**src/logic/dds_pkg.sv**
```systemverilog
// Purpose: shared constants for the synthesizer serial link and its two ends
// Assumes: one clock, sys_clk at 100 MHz; serial clock made by the host end
// Notes: word layout and control bit positions are fixed here for both ends
// Function
// - frequency pin level picks frequency word
// - frequency choice from pin or bit
// - host holds frequency pin steady in bit mode
// - phase pin level picks phase offset
// - phase choice from pin or bit
// - host holds phase pin steady in bit mode
// - reset input zeroes accumulator, output midscale
// - reset input keeps all written registers
// - power-down pin high powers DAC down
// - power-down pin or bit, either works
// - each frame carries exactly sixteen bits
// - data sampled on serial clock falling edge
// - frame sync low starts a new word
// - logic output driven only when enabled
// - logic output from comparator or phase msb
// - both bits set: comparator uses external pin
// - all phase stepping on the master clock
// - 28-bit accumulator adds chosen word each cycle
// - 12-bit offset added to accumulator msbs
// - adjusted phase truncated to 12 bits
// - word switch keeps accumulator, phase continuous
package dds_pkg;
    localparam int WORD_BITS = 16;
    localparam int ACC_BITS = 28;
    localparam int HALF_BITS = 14;
    localparam int PHASE_BITS = 12;
    localparam int CNT_BITS = 5;
    // word type field in bits 15:14
    localparam int TYPE_HI = 15;
    localparam int TYPE_LO = 14;
    localparam logic [1:0] TYPE_CONTROL = 2'h0;
    localparam logic [1:0] TYPE_FREQ_A = 2'h1;
    localparam logic [1:0] TYPE_FREQ_B = 2'h2;
    localparam logic [1:0] TYPE_PHASE = 2'h3;
    // phase word: bit 13 picks offset b
    localparam int PHASE_DEST_POS = 13;
    // control word bit positions
    localparam int CTL_FREQ_HALF_POS = 0;
    localparam int CTL_FREQ_BIT_POS = 1;
    localparam int CTL_PHASE_BIT_POS = 2;
    localparam int CTL_PIN_MODE_POS = 3;
    localparam int CTL_POWERDOWN_POS = 4;
    localparam int CTL_OUT_ENABLE_POS = 5;
    localparam int CTL_OUT_SOURCE_POS = 6;
    localparam int CTL_BITS = 7;
    localparam logic [CTL_BITS-1:0] CTL_RESET = 7'h08;
    localparam logic [ACC_BITS-1:0] FREQ_RESET = 28'h0000000;
    localparam logic [PHASE_BITS-1:0] PHASE_RESET = 12'h000;
    // serial clock timing
    localparam int SYS_PERIOD_NS = 10;
    localparam int SCLK_PERIOD_NS = 40;
    localparam int SCLK_HALF_CYCLES = SCLK_PERIOD_NS / (2 * SYS_PERIOD_NS);
    localparam int HALF_CNT_BITS = 4;
endpackage

```
**src/logic/dds_link_if.sv**
```systemverilog
`timescale 1ns/1ps
// Purpose: pin-level link between host and synthesizer
// Assumes: all signals change only on sys_clk edges
// Notes: serial clock idles high between frames
interface dds_link_if;
    logic sclk;
    logic serial_data_in;
    logic frame_sync_n;
    logic freq_choice_pin;
    logic phase_choice_pin;
    logic accum_clear;
    logic powerdown_pin;

    modport device (
        input sclk,
        input serial_data_in,
        input frame_sync_n,
        input freq_choice_pin,
        input phase_choice_pin,
        input accum_clear,
        input powerdown_pin
    );
    modport host (
        output sclk,
        output serial_data_in,
        output frame_sync_n,
        output freq_choice_pin,
        output phase_choice_pin,
        output accum_clear,
        output powerdown_pin
    );
endinterface

```
**src/logic/dds_device.sv**
```systemverilog
`timescale 1ns/1ps
// Purpose: digital core of the synthesizer: serial load, word select, accumulator
// Assumes: link pins synchronous to sys_clk; sclk made by the host from sys_clk
// Notes: rst sets writable state; link accum_clear only clears working state
module dds_device
    import dds_pkg::*;
(
    input wire logic sys_clk,
    input wire logic rst,
    dds_link_if.device link,
    input wire logic comparator_result,
    output logic [PHASE_BITS-1:0] phase_addr,
    output logic dac_powerdown,
    output logic logic_out,
    output logic logic_out_oe,
    output logic comparator_from_pin,
    output logic word_loaded
);
    // serial receive state
    logic sclk_prev;
    logic sync_prev;
    logic in_frame;
    logic [CNT_BITS-1:0] bit_count;
    logic [WORD_BITS-1:0] shift_word;
    logic commit;
    logic [WORD_BITS-1:0] next_word;

    // written registers, kept across accum_clear
    logic [CTL_BITS-1:0] control;
    logic [ACC_BITS-1:0] freq_word_a;
    logic [ACC_BITS-1:0] freq_word_b;
    logic [PHASE_BITS-1:0] phase_offset_a;
    logic [PHASE_BITS-1:0] phase_offset_b;

    // selection and phase datapath
    logic freq_pin_q;
    logic phase_pin_q;
    logic use_freq_b;
    logic use_phase_b;
    logic [ACC_BITS-1:0] accumulator;
    logic [ACC_BITS-1:0] step_word;
    logic [PHASE_BITS-1:0] offset_word;
    logic falling;

    // decoded control bits
    logic freq_choice_bit;
    logic phase_bit;
    logic pin_mode;
    logic dac_powerdown_bit;
    logic logic_out_enable;
    logic logic_out_source;

    // control bits decoded once for the muxes below
    assign freq_choice_bit = control[CTL_FREQ_BIT_POS];
    assign phase_bit = control[CTL_PHASE_BIT_POS];
    assign pin_mode = control[CTL_PIN_MODE_POS];
    assign dac_powerdown_bit = control[CTL_POWERDOWN_POS];
    assign logic_out_enable = control[CTL_OUT_ENABLE_POS];
    assign logic_out_source = control[CTL_OUT_SOURCE_POS];

    // edge history of the link pins; inputs are already on sys_clk
    always_ff @(posedge sys_clk) begin
        if (rst) begin
            sclk_prev <= 1'b1;
            sync_prev <= 1'b1;
        end else begin
            sclk_prev <= link.sclk;
            sync_prev <= link.frame_sync_n;
        end
    end

    // a fall is sclk seen high then low on two edges; two-cycle halves keep each fall visible
    assign falling = sclk_prev & ~link.sclk;
    assign next_word = {shift_word[WORD_BITS-2:0], link.serial_data_in};

    // frame tracking: a frame that ends early is dropped, never half-applied
    always_ff @(posedge sys_clk) begin
        if (rst) begin
            in_frame <= 1'b0;
            bit_count <= '0;
            shift_word <= '0;
        end else if (link.frame_sync_n) begin
            // sync high ends any frame; a short one never reaches commit
            in_frame <= 1'b0;
            bit_count <= '0;
        end else if (sync_prev) begin
            in_frame <= 1'b1;
            bit_count <= '0;
            if (falling) begin
                shift_word <= next_word;
                bit_count <= CNT_BITS'(1);
            end
        end else if (in_frame && falling) begin
            shift_word <= next_word;
            if (bit_count == CNT_BITS'(WORD_BITS - 1)) begin
                in_frame <= 1'b0;
                bit_count <= '0;
            end else begin
                bit_count <= bit_count + CNT_BITS'(1);
            end
        end
    end

    // sixteenth falling edge of a live frame delivers the word
    assign commit = ~link.frame_sync_n & ~sync_prev & in_frame & falling
        & (bit_count == CNT_BITS'(WORD_BITS - 1));

    // writable registers: rst resets them and commit writes them, never accum_clear
    always_ff @(posedge sys_clk) begin
        if (rst) begin
            control <= CTL_RESET;
            freq_word_a <= FREQ_RESET;
            freq_word_b <= FREQ_RESET;
            phase_offset_a <= PHASE_RESET;
            phase_offset_b <= PHASE_RESET;
        end else if (commit) begin
            // top two bits of the word choose the destination
            case (next_word[TYPE_HI:TYPE_LO])
                TYPE_CONTROL: begin
                    control <= next_word[CTL_BITS-1:0];
                end
                TYPE_FREQ_A: begin
                    if (control[CTL_FREQ_HALF_POS]) begin
                        freq_word_a[ACC_BITS-1:HALF_BITS] <= next_word[HALF_BITS-1:0];
                    end else begin
                        freq_word_a[HALF_BITS-1:0] <= next_word[HALF_BITS-1:0];
                    end
                end
                TYPE_FREQ_B: begin
                    if (control[CTL_FREQ_HALF_POS]) begin
                        freq_word_b[ACC_BITS-1:HALF_BITS] <= next_word[HALF_BITS-1:0];
                    end else begin
                        freq_word_b[HALF_BITS-1:0] <= next_word[HALF_BITS-1:0];
                    end
                end
                default: begin
                    if (next_word[PHASE_DEST_POS]) begin
                        phase_offset_b <= next_word[PHASE_BITS-1:0];
                    end else begin
                        phase_offset_a <= next_word[PHASE_BITS-1:0];
                    end
                end
            endcase
        end
    end

    // one-cycle flag that a full word was taken
    always_ff @(posedge sys_clk) begin
        if (rst) begin
            word_loaded <= 1'b0;
        end else begin
            word_loaded <= commit;
        end
    end

    // select pins registered so the switch lands on a clock edge
    always_ff @(posedge sys_clk) begin
        if (rst) begin
            freq_pin_q <= 1'b0;
            phase_pin_q <= 1'b0;
        end else begin
            freq_pin_q <= link.freq_choice_pin;
            phase_pin_q <= link.phase_choice_pin;
        end
    end

    // pin mode follows the sampled pins; bit mode ignores them
    assign use_freq_b = pin_mode ? freq_pin_q : freq_choice_bit;
    assign use_phase_b = pin_mode ? phase_pin_q : phase_bit;
    assign step_word = use_freq_b ? freq_word_b : freq_word_a;
    assign offset_word = use_phase_b ? phase_offset_b : phase_offset_a;

    // accumulator wraps modulo 2^28; a word switch only changes the step
    always_ff @(posedge sys_clk) begin
        if (rst || link.accum_clear) begin
            accumulator <= '0;
        end else begin
            accumulator <= accumulator + step_word;
        end
    end

    // phase offset on the top bits, carry out dropped to keep 12 bits
    always_ff @(posedge sys_clk) begin
        if (rst || link.accum_clear) begin
            phase_addr <= '0;
        end else begin
            phase_addr <= accumulator[ACC_BITS-1 -: PHASE_BITS] + offset_word;
        end
    end

    // power-down: pin and bit are an OR, registered to avoid glitches
    always_ff @(posedge sys_clk) begin
        if (rst) begin
            dac_powerdown <= 1'b0;
        end else begin
            dac_powerdown <= link.powerdown_pin | dac_powerdown_bit;
        end
    end

    // logic output: source mux, enable, and comparator input routing
    always_ff @(posedge sys_clk) begin
        if (rst) begin
            logic_out <= 1'b0;
            logic_out_oe <= 1'b0;
            comparator_from_pin <= 1'b0;
        end else begin
            logic_out <= logic_out_enable
                & (logic_out_source ? comparator_result : phase_addr[PHASE_BITS-1]);
            logic_out_oe <= logic_out_enable;
            comparator_from_pin <= logic_out_enable & logic_out_source;
        end
    end
endmodule

```
**src/flat_wrapper.sv**
```systemverilog
// flat-port wrapper written by rule: the top's interface ports become plain ports
module dds_device_flat import dds_pkg::*;
  (sys_clk, rst, comparator_result, phase_addr, dac_powerdown, logic_out, logic_out_oe, comparator_from_pin, word_loaded, link_sclk, link_serial_data_in, link_frame_sync_n, link_freq_choice_pin, link_phase_choice_pin, link_accum_clear, link_powerdown_pin);
  dds_link_if link_i ();
  input wire logic sys_clk;
  input wire logic rst;
  input wire logic comparator_result;
  output logic [PHASE_BITS-1:0] phase_addr;
  output logic dac_powerdown;
  output logic logic_out;
  output logic logic_out_oe;
  output logic comparator_from_pin;
  output logic word_loaded;
  input wire logic [$bits(link_i.sclk)-1:0] link_sclk;
  input wire logic [$bits(link_i.serial_data_in)-1:0] link_serial_data_in;
  input wire logic [$bits(link_i.frame_sync_n)-1:0] link_frame_sync_n;
  input wire logic [$bits(link_i.freq_choice_pin)-1:0] link_freq_choice_pin;
  input wire logic [$bits(link_i.phase_choice_pin)-1:0] link_phase_choice_pin;
  input wire logic [$bits(link_i.accum_clear)-1:0] link_accum_clear;
  input wire logic [$bits(link_i.powerdown_pin)-1:0] link_powerdown_pin;
  assign link_i.sclk = link_sclk;
  assign link_i.serial_data_in = link_serial_data_in;
  assign link_i.frame_sync_n = link_frame_sync_n;
  assign link_i.freq_choice_pin = link_freq_choice_pin;
  assign link_i.phase_choice_pin = link_phase_choice_pin;
  assign link_i.accum_clear = link_accum_clear;
  assign link_i.powerdown_pin = link_powerdown_pin;
  dds_device u_core (.sys_clk(sys_clk), .rst(rst), .link(link_i), .comparator_result(comparator_result), .phase_addr(phase_addr), .dac_powerdown(dac_powerdown), .logic_out(logic_out), .logic_out_oe(logic_out_oe), .comparator_from_pin(comparator_from_pin), .word_loaded(word_loaded));
endmodule
```
**config.mk**
```make
export PLATFORM = sky130hd
export DESIGN_NAME = dds_device_flat
export DESIGN_NICKNAME = d
export VERILOG_FILES = /design/src/logic/dds_pkg.sv /design/src/logic/dds_link_if.sv /design/src/logic/dds_device.sv /design/src/flat_wrapper.sv
export SDC_FILE = /design/constraint.sdc
export NUM_CORES = 1
export LEC_CHECK = 0
export BUFFER_PORTS_ARGS = -buffer_cell sky130_fd_sc_hd__buf_2
export CAP_MARGIN = 20
export CORE_MARGIN = 2
export CORE_UTILIZATION = 35
export DETAILED_ROUTE_END_ITERATION = 6
export PLACE_DENSITY_LB_ADDON = 0.1
export SYNTH_ARGS = -nofsm -noshare
export SYNTH_HDL_FRONTEND = slang
export SYNTH_SLANG_ARGS = --single-unit
```
**constraint.sdc**
```tcl
create_clock -name sys_clk -period 4.55 [get_ports sys_clk]
set_clock_uncertainty 0.1 [all_clocks]
set_input_delay 0.91 -clock sys_clk [delete_from_list [all_inputs] [get_ports sys_clk]]
set_output_delay 0.91 -clock sys_clk [all_outputs]
set_load 0.01 [all_outputs]
```
== Yosys cells after proc, flatten, opt, wreduce, memory -nomap -nowiden ==
Cells that the tools add are included.
Storage, ports and cells
  register bits: 157
  bits of input ports: 10
  output and inout port bits: 17
  word-level logic and storage cells: 73
Cells by class
  add/subtract/negate cells: 3
  equality and inequality tests: 4
  muxes and demuxes: 15
  bitwise gates (word level): 14
  reduce and logical (&&, ||, !) cells: 16
Operator list (number)
  $mux 15: 3
  $add 28x28->28: 1
  $mux 28: 1
  $reduce_and 3->1: 7
  $mux 5: 3
  $add 12x12->12: 1
  $mux 12: 1
  $and 1x1->1: 7
  $mux 1: 7
  $not 1->1: 6
  $add 5x1->5 const B: 1
  $eq 5x4->1 const B: 1
  $reduce_and 2->1: 2
  $reduce_bool 2->1: 2
  $reduce_or 3->1: 1
  $eq 2x1->1 const B: 1
  $eq 2x2->1 const B: 1
  $logic_not 2->1: 1
  $ne 2x2->1 const B: 1
  $reduce_or 2->1: 1
  $logic_and 1x1->1: 1
  $logic_or 1x1->1: 1
  $or 1x1->1: 1

== Logic depth before layout (Yosys ltp) ==
  word-level depth: 6
  gate-level depth with buffers: 14
  depth with buffers taken out: 13

== Least setup slack after synthesis ==
Ideal clock, no wire load.
  kind: register to register
  start point: register u_core.control[3]
  end point: register u_core.accumulator[26]
  library setup time: 0.122 ns
  data arrival time: 3.461 ns
  required time: 4.328 ns
  path slack: 0.867 ns
  stages on the path, launching flop included: 14
  path buffers: 1
  period minus slack after synthesis: 3.683 ns
  cell sequence: dfxtp_1 -> mux2i_2 -> clkbuf_1 -> mux2_2 -> ha_1 -> inv_1 -> fa_1 -> and2b_1 -> o21a_1 -> o211ai_1 -> a21boi_2 -> a21boi_2 -> o21ai_0 -> a221o_1
On the way
  word-level cells in the longest chain between the ends: 3
RTL lines
  start: declaration: line dds_device.sv:29  | logic [CTL_BITS-1:0] control;
  start signal: assignment: line dds_device.sv:120  | control <= next_word[CTL_BITS-1:0];
  $mux 1: line dds_device.sv:168  | assign use_freq_b = pin_mode ? freq_pin_q : freq_choice_bit;
  $mux 28: line dds_device.sv:170  | assign step_word = use_freq_b ? freq_word_b : freq_word_a;
  $add 28x28->28: line dds_device.sv:178  | accumulator <= accumulator + step_word;
  end signal: assignment: line dds_device.sv:178
  end: declaration: line dds_device.sv:40  | logic [ACC_BITS-1:0] accumulator;
No other way between the ends.
A chain may end at the register's enable or synchronous reset.

== Final worst setup path ==
Same ends and word-level chain as after synthesis.

==> run metrics <==
upper clock frequency limit=0.258 GHz; Max-cap violations=0; warning count from the yosys run=0; DRC=0; post-CTS resize count=0; final net count=880; Clock power frac=48.8%; share of synthesized registers carrying an async set or reset=0%; Startpoint Class=register; routability congestion estimate from global placement=0.859; Max Buffers Root-to-Sink=2; total number of H-tree levels=4; Netlist cell types=67; vias in the first global route=5476; post-route non-filler standard cell count=1120; layout overhead on the synthesized area=11.4%; number of buffers inserted by port buffering=26; overall fraction of global-route tracks in use=16.3%; largest driver fanout on the critical path=16; count of endpoints failing setup in the final report=0; clk_lat worst skew=0.42 ns; Reg clk slew, reported paths=0.07 ns; area fraction of the dominant cell type after synthesis=41.0%; Switch Pwr=0.646 mW; number of enable-type register cells in the synthesized netlist=0; main flop type after synthesis=dfxtp_1; combinational group share of total power=2.1%; clock root buffer=clkbuf_16; CTS tree=yes; wire length of the first global-routing pass=29.9 mm; synthesized netlist net count=881; worst hold-check path type=register to register; cell area after layout=8530 um^2; total leakage power=3.56 nW; final-report hold violation count=0; Setup Fix Bufs, Post-CTS=0; dominant cell type by count on the critical path=a21boi_2; netlist area before placement=7660 um^2; RSZ-0062 raised after global routing=false; number of clock buffers inserted by TritonCTS=17; outcome=finished clean; standard-cell rows=54; Hold-fix buffers, CTS=0; remaining global-route overflow=0; Slew Limit Headroom=38.1%; required time of the worst setup path=4.76 ns; worst path cell trace=mux2i_4 -> mux2_2 -> ha_1 -> inv_1 -> fa_1 -> and2b_1 -> o21a_1 -> o211ai_1 -> a21boi_2 -> a21boi_2 -> o21ai_0 -> nor3_1 -> a221o_1; mean post-synth cell area=9.26 um^2; internal power summed over all cells=2.17 mW; cell area after placement=7970 um^2; Initial Util=35.3%; top-count cell post-synth=dfxtp_1; largest net degree at the start of global routing=79; placed insts=1088; core utilization of the finished layout=39.4%; fillers=2143; Die Span Y=152 um; Post-Route Hold Slack=0.347 ns; CTS Sinks=157; switching power share of the total=22.9%; number of diodes added for antenna fixing=0; via-per-instance ratio=5.07; top cells by area in the synthesized netlist=dfxtp_1, mux2i_1, ha_1; Worst Setup Slack post-DPL=0.634 ns; VDD IR max=0.000161 V; routed len/inst=16.7 um; initial antenna violation count=0; share of synthesized area occupied by flip-flops and latches=41.0%; post-layout power=2.82 mW; fraction of the cycle the final worst path needs=85.2%; critical path capture point type=register; number of synthesized register bits=157; worst setup slack after layout=0.674 ns; sum of negative setup slack=0 ns; core outline area=21700 um^2; die extent in x=152 um; library cell with the largest summed area after synthesis=dfxtp_1; Detail Route Antenna Nets=0; max-slew violation count=0; P per Cell Area=330 nW/um^2; Post-Synthesis Cells=828; largest stage delay on the critical path=0.64 ns; area of the die=23100 um^2; First DRT Iteration DRCs=255; Worst Tran Pin Value=0.925 ns; share of final-layout standard cells stronger than drive strength 1=15.1%; commonest cells in the netlist=dfxtp_1, nor2_1, nand2_1, mux2i_1, a21oi_1; clock period minus final worst setup slack=3.88 ns; critical path class=register to register; half-perimeter wire length after detailed placement=13.2 mm; worst setup slack for register-to-register paths=0.67 ns; via count of the routed design=5677; final WL=18.8 mm; Sequential Power Share=49.0%; Critical Path Slowest Stage Cell=mux2i_4; number of top-level pins=27; data arrival at the endpoint of the critical path=4.08 ns; iteration count of the initial detailed-routing pass=5
[placed cells by master, fill, tap and decap left out, types with 17 or more instances in the layout]
master,instances
mux2i_1,79
nand2_1,80
clkbuf_16,17
dfxtp_1,157
mux2_2,38
ha_1,41
nor2_1,127
buf_2,25
a21oi_1,56
[layout make-up]
type	instances	area, um^2	share of cell area (%)
clock buffers	21	450	5.28
flip-flops and latches	157	3140	36.8
clock inverters	11	110	1.29
well taps	280	350	4.10
multi-input cells	606	4250	49.8
repair buffers	32	178	2.08
inverters	13	48.8	0.572
[power by group through the flow]
| stage | Clock, mW | Combinational [mW] | Sequential [mW] |
|---|---|---|---|
| 2_1_floorplan | 0 | 0.0430 | 1.41 |
| 3_3_place_gp | 0 | 0.0601 | 1.41 |
| 3_5_place_dp | 0 | 0.0612 | 1.41 |
| 4_1_cts | 1.42 | 0.0611 | 1.38 |
| 5_1_grt | 1.48 | 0.0650 | 1.38 |
| 6_report | 1.38 | 0.0594 | 1.38 |
[worst max-delay path, delay by kind of cell (launching register included)]
kind | cells | cell delay, ns
multiplexers | 2 | 0.93
AO/OA/AOI/OAI | 6 | 1.39
adder cells (fa/ha/maj) | 2 | 0.57
AND/OR/NAND/NOR | 2 | 0.30
flip-flops | 1 | 0.42
buffers and inverters | 1 | 0.06
[logic make-up (layout without fill, tap and decap cells)]
kind of cell               count (synthesis)  after routing  synth area share, %
buffers and inverters                     65             77                 3.59
DFF                                      157            157                 41.0
xor gates and xnor gates                  29             29                 3.31
and+or+nand+nor                          287            287                 17.2
muxes                                    118            118                 16.1
adders and majority gates                 43             43                 7.22
AOI/OAI and AO/OA                        129            129                 11.6
[worst paths after layout]
kind	startpoint	endpoint	depth (start not counted)
setup / recovery	u_core.control[3]	u_core.accumulator[26]	13
hold / removal	u_core.bit_count[4]	u_core.bit_count[4]	2
setup reg to reg	u_core.control[3]	u_core.accumulator[26]	13
hold reg to reg	u_core.bit_count[4]	u_core.bit_count[4]	2
[state kept, by name, summed over array words and instances, names as in the netlist, 5 cells and up]
register / cells
u_core.control: 7
u_core.phase_offset_b: 12
u_core.accumulator: 28
u_core.phase_addr: 12
u_core.phase_offset_a: 12
u_core.freq_word_a: 28
u_core.shift_word: 15
u_core.bit_count: 5
u_core.freq_word_b: 28
[layer usage]
metal	global-route usage [%]	routed length, um	vias to the layer above
met5	0	0	-
met4	3.38	129	0
met3	3.51	507	10
met2	25.3	8300	81
met1	23.5	9820	2738
li1	-	-	2848
Power figures use the tool's default switching activity.
